File: config.mk
export PLATFORM = sky130hd
export DESIGN_NAME = dcil_top
export DESIGN_NICKNAME = d
export VERILOG_FILES = /design/src/dcil_pkg.sv /design/src/dcil_source_slot.sv /design/src/dcil_top.sv
export SDC_FILE = /design/constraint.sdc
export NUM_CORES = 1
export LEC_CHECK = 0
export ABC_CLOCK_PERIOD_IN_PS = 3140
export BUFFER_PORTS_ARGS = -buffer_cell sky130_fd_sc_hd__clkbuf_2
export CAP_MARGIN = 20
export CORE_UTILIZATION = 25
export DETAILED_ROUTE_END_ITERATION = 12
export PLACE_DENSITY_LB_ADDON = 0.05
export SYNTH_ARGS = -nofsm -noshare
export SYNTH_HDL_FRONTEND = slang
export SYNTH_SLANG_ARGS = --single-unit
File: constraint.sdc
create_clock -name sys_clk -period 3.14 [get_ports sys_clk]
set_input_delay 0.471 -clock sys_clk [delete_from_list [all_inputs] [get_ports sys_clk]]
set_output_delay 0.471 -clock sys_clk [all_outputs]
set_load 0.005 [all_outputs]
File: src/dcil_pkg.sv
package dcil_pkg;

   // ----------------------------------------------------------------
   // opcode bytes watched on the fetch cycles
   // ----------------------------------------------------------------
   localparam logic [7:0] OPC_RETURN_FIRST = 8'hED; // first byte of interrupt_return_opcode
   localparam logic [7:0] OPC_RETURN_SECOND = 8'h4D; // second byte of interrupt_return_opcode

   // ----------------------------------------------------------------
   // reset values
   // ----------------------------------------------------------------
   localparam logic RST_INT_N = 1'b1;
   localparam logic RST_CHAIN_OUT = 1'b0;
   localparam logic RST_BUS_OE_N = 1'b1;
   localparam logic [7:0] RST_BUS_DATA = 8'h00;
   localparam logic [7:0] RST_FETCH_BYTE = 8'h00;

   // host processor strobes and data bus, all sampled on sys_clk
   typedef struct packed {
      logic opcodeFetchN; // opcode_fetch_n
      logic ioRequestN; // io_request_n
      logic [7:0] data;
   } dcil_host_s;

   // common control fanned out to every source slot
   typedef struct packed {
      logic freeze; // opcode fetch strobe low
      logic ackStart; // first cycle of an acknowledge
      logic returnFirstSeen; // first return byte fetched
      logic returnDone; // second return byte fetched
   } dcil_slot_ctl_s;

   // state of one source slot
   typedef struct packed {
      logic arrived; // event seen, waiting for the strobe to rise
      logic pending;
      logic underService;
   } dcil_slot_state_s;

   // state of the top level
   typedef struct packed {
      logic fetchPrev; // last cycle was an opcode fetch
      logic ackPrev; // last cycle was an acknowledge
      logic ackInPeriod; // acknowledge seen while strobe low
      logic returnFirstSeen;
      logic [7:0] fetchByte;
      logic intN;
      logic chainOut;
      logic [7:0] busData;
      logic busOeN;
   } dcil_top_state_s;

endpackage : dcil_pkg

File: src/dcil_source_slot.sv
`timescale 1ns/10ps
module dcil_source_slot
   import dcil_pkg::*;
(
   // clock and reset
   input wire logic sys_clk,
   input wire logic srst,
   // source event and shared control
   input wire logic reqPulse,
   input wire dcil_slot_ctl_s ctl,
   // chain links
   input wire logic chainIn,
   output logic chainOut,
   // state seen by the top level
   output logic request,
   output logic pending,
   output logic underService
);

   dcil_slot_state_s st_ff;
   dcil_slot_state_s nxt_st;

   // ----------------------------------------------------------------
   // chain links and request
   // ----------------------------------------------------------------
   // pending blocks the chain unless the first return byte was seen
   always_comb begin
      chainOut = chainIn & ~st_ff.underService
         & ~(st_ff.pending & ~ctl.returnFirstSeen);
      request = chainIn & st_ff.pending & ~st_ff.underService;
      pending = st_ff.pending;
      underService = st_ff.underService;
   end

   // ----------------------------------------------------------------
   // next state
   // ----------------------------------------------------------------
   always_comb begin
      nxt_st = st_ff;
      // events are parked while the fetch strobe is low
      if (!ctl.freeze && st_ff.arrived) begin
         nxt_st.pending = 1'b1;
         nxt_st.arrived = 1'b0;
      end
      if (reqPulse) begin
         nxt_st.arrived = 1'b1; // a new event wins over the transfer
      end
      // acknowledged source: pending to under service
      if (ctl.ackStart && request) begin
         nxt_st.pending = 1'b0;
         nxt_st.underService = 1'b1;
      end
      // chain in high with under service set marks the serviced source
      if (ctl.returnDone && chainIn && st_ff.underService) begin
         nxt_st.underService = 1'b0;
      end
   end

   always_ff @(posedge sys_clk) begin
      if (srst) begin
         st_ff <= '0;
      end else begin
         st_ff <= nxt_st;
      end
   end

   // ----------------------------------------------------------------
   // checks
   // ----------------------------------------------------------------
   a_ack_takes_source: assert property (@(posedge sys_clk) disable iff (srst)
      (ctl.ackStart && request) |=> (underService && !pending && !chainOut))
      else $error("acknowledged source did not enter service");

   a_freeze_parks: assert property (@(posedge sys_clk) disable iff (srst)
      (ctl.freeze && !pending && !(ctl.ackStart && request)) |=> !pending)
      else $error("pending changed while fetch strobe low");

endmodule : dcil_source_slot

File: src/dcil_top.sv
`timescale 1ns/10ps
// Summary of operation
// - runs on the host processor clock
// - requests service by pulling intN low
// - pending or in service forces chain out low
// - otherwise chain out follows chain in
// - internal source chain inserted in outer chain
// - status frozen while fetch strobe low
// - selected source drives vector during acknowledge
// - first return byte unblocks unacknowledged pendings
// - second return byte ends current service
module dcil_top
   import dcil_pkg::*;
#(
   parameter int NUM_SRC = 8
)
(
   // clock and reset
   input wire logic sys_clk,
   input wire logic srst,
   // host processor strobes and data
   input wire dcil_host_s hostBus,
   output logic [7:0] busDataOut,
   output logic busOeN,
   // interrupt request to the host
   output logic intN,
   // outer priority chain
   input wire logic chainEnableIn,
   output logic chainEnableOut,
   // interrupt sources, index 0 has the highest priority
   input wire logic [NUM_SRC-1:0] srcEvent,
   input wire logic [7:0] vectorBase
);

   localparam int SW = (NUM_SRC > 1) ? $clog2(NUM_SRC) : 1;

   // ----------------------------------------------------------------
   // helpers
   // ----------------------------------------------------------------
   // index of the highest priority requester
   function automatic logic [SW-1:0] firstIndex(input logic [NUM_SRC-1:0] vec);
      logic [SW-1:0] idx;
      idx = '0;
      for (int i = NUM_SRC - 1; i >= 0; i--) begin
         if (vec[i]) begin
            idx = SW'(i);
         end
      end
      return idx;
   endfunction : firstIndex

   // source index replaces the low bits of the vector base
   function automatic logic [7:0] makeVector(input logic [7:0] base,
                                             input logic [SW-1:0] idx);
      logic [7:0] mask;
      mask = 8'((1 << SW) - 1);
      return (base & ~mask) | (8'(idx) & mask);
   endfunction : makeVector

   dcil_top_state_s st_ff;
   dcil_top_state_s nxt_st;
   dcil_slot_ctl_s slotCtl;

   logic [NUM_SRC:0] chainLink;
   logic [NUM_SRC-1:0] reqVec;
   logic [NUM_SRC-1:0] pendVec;
   logic [NUM_SRC-1:0] iusVec;
   logic inFetch;
   logic ackNow;
   logic ackStart;
   logic fetchEnd;
   logic returnDone;
   logic [7:0] ackVector;

   // ----------------------------------------------------------------
   // host cycle decode
   // ----------------------------------------------------------------
   // acknowledge is fetch strobe and io strobe low together
   always_comb begin
      inFetch = !hostBus.opcodeFetchN && hostBus.ioRequestN;
      ackNow = !hostBus.opcodeFetchN && !hostBus.ioRequestN;
      ackStart = ackNow && !st_ff.ackPrev;
      fetchEnd = hostBus.opcodeFetchN && st_ff.fetchPrev && !st_ff.ackInPeriod;
      returnDone = fetchEnd && st_ff.returnFirstSeen
         && (st_ff.fetchByte == OPC_RETURN_SECOND);
      ackVector = makeVector(vectorBase, firstIndex(reqVec));
   end

   // shared slot control
   always_comb begin
      slotCtl.freeze = !hostBus.opcodeFetchN;
      slotCtl.ackStart = ackStart;
      slotCtl.returnFirstSeen = st_ff.returnFirstSeen;
      slotCtl.returnDone = returnDone;
   end

   // ----------------------------------------------------------------
   // internal source chain
   // ----------------------------------------------------------------
   // top device has its chain input tied high by the system
   assign chainLink[0] = chainEnableIn;

   for (genvar g = 0; g < NUM_SRC; g++) begin : gSlot
      dcil_source_slot uSlot (
         .sys_clk(sys_clk),
         .srst(srst),
         .reqPulse(srcEvent[g]),
         .ctl(slotCtl),
         .chainIn(chainLink[g]),
         .chainOut(chainLink[g+1]),
         .request(reqVec[g]),
         .pending(pendVec[g]),
         .underService(iusVec[g])
      );
   end

   // ----------------------------------------------------------------
   // next state
   // ----------------------------------------------------------------
   always_comb begin
      nxt_st = st_ff;
      nxt_st.fetchPrev = inFetch;
      nxt_st.ackPrev = ackNow;
      // an acknowledge period is not an opcode fetch
      if (hostBus.opcodeFetchN) begin
         nxt_st.ackInPeriod = 1'b0;
      end else if (ackNow) begin
         nxt_st.ackInPeriod = 1'b1;
      end
      if (inFetch) begin
         nxt_st.fetchByte = hostBus.data;
      end
      // return opcode tracking, bytes must follow back to back
      if (fetchEnd) begin
         nxt_st.returnFirstSeen = (st_ff.fetchByte == OPC_RETURN_FIRST);
      end
      // request output and outer chain output
      nxt_st.intN = ~(|reqVec);
      nxt_st.chainOut = chainLink[NUM_SRC];
      // vector drive on the data bus during acknowledge
      if (ackStart && (|reqVec)) begin
         nxt_st.busData = ackVector;
         nxt_st.busOeN = 1'b0;
      end else if (!ackNow) begin
         nxt_st.busOeN = 1'b1;
      end
   end

   // single clock, same as the host processor
   always_ff @(posedge sys_clk) begin
      if (srst) begin
         st_ff.fetchPrev <= 1'b0;
         st_ff.ackPrev <= 1'b0;
         st_ff.ackInPeriod <= 1'b0;
         st_ff.returnFirstSeen <= 1'b0;
         st_ff.fetchByte <= RST_FETCH_BYTE;
         st_ff.intN <= RST_INT_N;
         st_ff.chainOut <= RST_CHAIN_OUT;
         st_ff.busData <= RST_BUS_DATA;
         st_ff.busOeN <= RST_BUS_OE_N;
      end else begin
         st_ff <= nxt_st;
      end
   end

   // outputs straight from flip-flops
   assign intN = st_ff.intN;
   assign chainEnableOut = st_ff.chainOut;
   assign busDataOut = st_ff.busData;
   assign busOeN = st_ff.busOeN;

   // ----------------------------------------------------------------
   // checks
   // ----------------------------------------------------------------
   a_int_request: assert property (@(posedge sys_clk) disable iff (srst)
      (|reqVec) |=> !intN)
      else $error("request present but intN high");

   a_chain_blocked: assert property (@(posedge sys_clk) disable iff (srst)
      (|iusVec) |=> !chainEnableOut)
      else $error("chain out high while a source is in service");

   a_chain_follows: assert property (@(posedge sys_clk) disable iff (srst)
      (!(|pendVec) && !(|iusVec)) |=> (chainEnableOut == $past(chainEnableIn)))
      else $error("idle chain out does not follow chain in");

   // a low chain input always blocks everything below this device
   a_chain_in_low: assert property (@(posedge sys_clk) disable iff (srst)
      !chainEnableIn |=> !chainEnableOut)
      else $error("chain out high while chain in low");

   a_status_frozen: assert property (@(posedge sys_clk) disable iff (srst)
      (!hostBus.opcodeFetchN && $past(!hostBus.opcodeFetchN) && !$past(ackStart)
       && !$past(srst)) |-> (pendVec == $past(pendVec)))
      else $error("pending status changed during fetch strobe");

   a_vector_driven: assert property (@(posedge sys_clk) disable iff (srst)
      (ackStart && (|reqVec)) |=> (!busOeN && busDataOut == $past(ackVector)))
      else $error("vector not placed on bus at acknowledge");

   a_bus_released: assert property (@(posedge sys_clk) disable iff (srst)
      !ackNow |=> busOeN)
      else $error("bus driven outside acknowledge");

   a_ack_service: assert property (@(posedge sys_clk) disable iff (srst)
      (ackStart && (|reqVec)) |=> ($countones(iusVec) == $countones($past(iusVec)) + 1))
      else $error("acknowledge did not add one source in service");

   a_first_byte: assert property (@(posedge sys_clk) disable iff (srst)
      (fetchEnd && st_ff.fetchByte == OPC_RETURN_FIRST) |=> st_ff.returnFirstSeen)
      else $error("first return byte not recorded");

   a_return_clear: assert property (@(posedge sys_clk) disable iff (srst)
      (returnDone && chainEnableIn && (|iusVec)) // outer chain hands us the return
         |=> ($countones(iusVec) == $countones($past(iusVec)) - 1))
      else $error("return did not end exactly one service");

endmodule : dcil_top

==> results by group <==
Status
  • Result of the run: finished, final reports clean

Synth
  • Total standard cell area after synthesis: 0.002084 mm2
  • Synthesis Warnings: 0
  • Yosys top cell area share: 0.4514
  • Synthesized netlist net count: 288
  • Number of library cell types mapped by synthesis: 43
  • Synth top area cells: sky130_fd_sc_hd__dfxtp_1 45%, sky130_fd_sc_hd__a21oi_1 8.9%, sky130_fd_sc_hd__nand2_1 6.7%, sky130_fd_sc_hd__nor2_1 3.6%, sky130_fd_sc_hd__o21ai_0 3.4%
  • Post-synthesis area per instance: 8.048 um2
  • Synth Register Bits: 47
  • Number of standard cells after synthesis: 259
  • Register area share after synthesis: 0.4514
  • Post-synth top area cell: sky130_fd_sc_hd__dfxtp_1

Power and ir drop
  • Seq pwr share: 0.524
  • Switching part of the total power: 0.2521
  • Pwr per Cell Area: about 510 mW/mm2
  • Total design power: 1.224 mW
  • Net switching power of the design: 308.5 uW
  • Share of power burned in the clock network: 0.358
  • Internal power summed over all cells: around 920 uW
  • Leakage power summed over all cells: 0.9201 nW
  • Largest voltage drop on the vdd net: 0.1576 mV
  • Portion of total power attributed to combinational logic: 0.118

Clock network
  • Setup Fix Bufs, Post-CTS: 0
  • Clock root buffer master: sky130_fd_sc_hd__clkbuf_8
  • Number of buffers inserted for hold repair after clock tree synthesis: 0
  • Total clock sinks: 47
  • TritonCTS clock tree: built
  • Clock latency on the worst-skew pair: 0.30 ns
  • H-tree lvl count: 2
  • # resized after CTS: 0
  • Total clock buffers created by CTS: 5
  • Clock-pin slew of the registers on the worst-case setup and hold paths: 0.09 ns
  • Maximum number of buffers from clock root to sink: 2

Floorplanning
  • Die ar.: 0.008707 mm2
  • Die Height: 93.31 um
  • Initial core utilization: 0.2643
  • Placeable Area: 0.007888 mm2
  • Row cnt: 32
  • Number of ports placed on the die boundary: 40
  • Die X-Extent: slightly above 90 um

Timing
  • Period utilization: 0.7043
  • Worst Hold Margin: 0.3697 ns
  • Setup TNS: 0 ns
  • Remaining max-slew budget at the tightest pin: 0.5883
  • Unrepaired setup endpoints after global routing: false
  • Fin. Hold Viols: 0
  • Final worst-path setup slack: 0.9286 ns
  • Maximum clock frequency: 452.2 MHz
  • Post-route minimum period: 2.211 ns
  • Number of pins exceeding their max-slew limit in the final report: 0
  • Final-report setup violation count: 0
  • Worst setup skew after layout: 0.004991 ns
  • Slew @ Worst Pin: 0.6162 ns

Placement
  • Post-DP HPWL: 3764 um
  • Port-buffer cells: 36
  • Placer's final routability congestion estimate: 0.7391
  • Placed cell count: 382
  • Minimum setup slack after placement: 0.7231 ns
  • Placed Area: 0.002318 mm2

Drt
  • Aggregate routed wire length: 5290 um
  • Vias after detailed routing: 1,824
  • Number of vias per cell after detailed routing: roughly 4.7
  • Number of iterations in the first detailed-routing pass: 4
  • Number of remaining DRC errors: 0
  • Final antenna-violating net count: 0
  • Avg WL per Cell: 13.60 um
  • DRT iter0 DRCs: 72

GRT
  • Global-route layer with the greatest usage: met2
  • Initial antenna violation count: 0
  • Via count of the first global-routing pass: between 1,500 and 2,000
  • Pin count of the biggest net entering global routing: 29
  • GR Util All Layers: 0.1351
  • Met3 usage in global routing: 0.02846
  • Fraction of met2 tracks used by global routing: 0.1998
  • Wire length of the first global-routing pass: approximately 9000 um
  • Fraction of met1 tracks used by global routing: 0.1928
  • Overflow after GRT: 0

Setup path
  • Data required time of the worst path: 3.37 ns
  • Crit Path Category: flip-flop to flip-flop
  • Maximum fanout encountered on the critical timing path: 11
  • Critical Path Start Type: flip-flop
  • Arrival time worst endpoint: 2.44 ns
  • Kind of capture point of the worst setup path: flip-flop

Final layout
  • Fraction of layout cells with a size suffix above 1: 0.1742
  • Number of cells in the finished layout apart from fillers: between 300 and 400
  • Layout Nets: 316
  • Area Growth Syn to Fin: 16.15%
  • Final non-filler cell area: 0.002421 mm2
  • Number of inserted diodes: 0
  • Final design utilization: 0.3069

Run
  • Max Cap Viol: 0

Min path
  • Path type of the worst min-delay path: primary input to flip-flop
layout make-up:
| class | count | area, um2 |
|---|---|---|
| fill | 879 | 5466 |
| inverter | 11 | 41.29 |
| sequential | 47 | 940.9 |
| multi-input combinational | 181 | 991.0 |
| clock buffer | 6 | 72.57 |
| timing repair buffer | 41 | 217.7 |
| clock inverter | 1 | 30.03 |
| tap | 102 | 127.6 |
kinds of logic (layout without fill, tap and decap cells):
| logic type | count (synthesis) | in the layout | synth area share |
|---|---|---|---|
| buffers and inverters | 31 | 59 | 0.07323 |
| DFF | 47 | 47 | 0.4514 |
| AOI/OAI and AO/OA | 76 | 76 | 0.2179 |
| muxes | 6 | 6 | 0.02881 |
| and+or+nand+nor | 99 | 99 | 0.2287 |
flip-flops by register name, indices dropped and copies added (netlist names):
| register | cells |
|---|---|
| gSlot.uSlot.st_ff | 8 |
| chainEnableOut | 1 |
| st_ff | 11 |
| intN | 1 |
| slotCtl | 1 |
| busDataOut | 8 |
| gSlot.uSlot.underService | 8 |
| gSlot.uSlot.pending | 8 |
| busOeN | 1 |
Yosys cell counts, drive strengths merged:
cell     number
or4b          1
or3           3
a31oi         1
dfxtp        47
inv          10
nor2b         5
and3          2
a211oi        5
o21ai        15
o21bai        1
clkbuf        6
o31a          2
a21oi        37
nand4b        1
o21ba         1
o2111ai       1
o31ai         5
nand2b        3
and2          1
nand3         3
a31o          1
a2111o        1
nand3b        1
a41oi         1
nor4          2
a211o         1
buf          14
nand4         1
or4           1
nand2        37
clkinv        1
nor3b         3
mux2i         6
or3b          2
a311oi        1
or2           2
nor3         11
nor2         20
o211ai        3
critical path, cell delays in order, from the launching register on:
cell and delay [ns]:
sky130_fd_sc_hd__dfxtp_1 0.53, sky130_fd_sc_hd__o21ba_2 0.23, sky130_fd_sc_hd__a2111o_1 0.51, sky130_fd_sc_hd__o21ai_0 0.27
sky130_fd_sc_hd__a211o_1 0.39, sky130_fd_sc_hd__mux2i_1 0.22
worst paths after layout:
path / from / depth (start not counted) / slack (ns) / endpoint
hold reg to reg: busDataOut[1]$_SDFFE_PP0P_ / 2 / 0.45 / busDataOut[1]$_SDFFE_PP0P_
setup / recovery: slotCtl[1]$_SDFFE_PP0P_ / 5 / 0.93 / busDataOut[3]$_SDFFE_PP0P_
setup reg to reg: slotCtl[1]$_SDFFE_PP0P_ / 5 / 0.93 / busDataOut[3]$_SDFFE_PP0P_
hold / removal: srcEvent[5] / 3 / 0.37 / gSlot[5].uSlot.st_ff[2]$_SDFFE_PP0P_
per-layer routing:
layer / part of all wire / wire length, um
met2: 0.42 / 2199
met3: 0.035 / 183
met5: 0 / 0
met4: 0.011 / 57
met1: 0.54 / 2850
cells in the final DEF (no fill, tap or decap), types with 2 or more instances in the layout:
cell	count
sky130_fd_sc_hd__a211oi_1	5
sky130_fd_sc_hd__a21oi_1	37
sky130_fd_sc_hd__and3_1	2
sky130_fd_sc_hd__buf_4	5
sky130_fd_sc_hd__clkbuf_2	36
sky130_fd_sc_hd__clkbuf_8	5
sky130_fd_sc_hd__dfxtp_1	47
sky130_fd_sc_hd__inv_1	10
sky130_fd_sc_hd__mux2i_1	6
sky130_fd_sc_hd__nand2_1	37
sky130_fd_sc_hd__nand2b_1	3
sky130_fd_sc_hd__nand3_1	3
sky130_fd_sc_hd__nor2_1	20
sky130_fd_sc_hd__nor2b_1	5
sky130_fd_sc_hd__nor3_1	11
sky130_fd_sc_hd__nor3b_1	3
sky130_fd_sc_hd__nor4_1	2
sky130_fd_sc_hd__o211ai_1	3
sky130_fd_sc_hd__o21ai_0	14
sky130_fd_sc_hd__o31a_1	2
sky130_fd_sc_hd__o31ai_1	5
sky130_fd_sc_hd__or3_1	3
sky130_fd_sc_hd__or3b_1	2
power groups by stage:
stage	clock, mW	sequential, mW	combinational [mW]
final	0.438	0.641	0.144
after global routing	0.483	0.646	0.167
after CTS	0.463	0.641	0.147
after detailed placement	0	0.655	0.146
after global placement	0	0.655	0.147
after floorplan	0	0.649	0.0999
(Power assumes the default switching activity.)
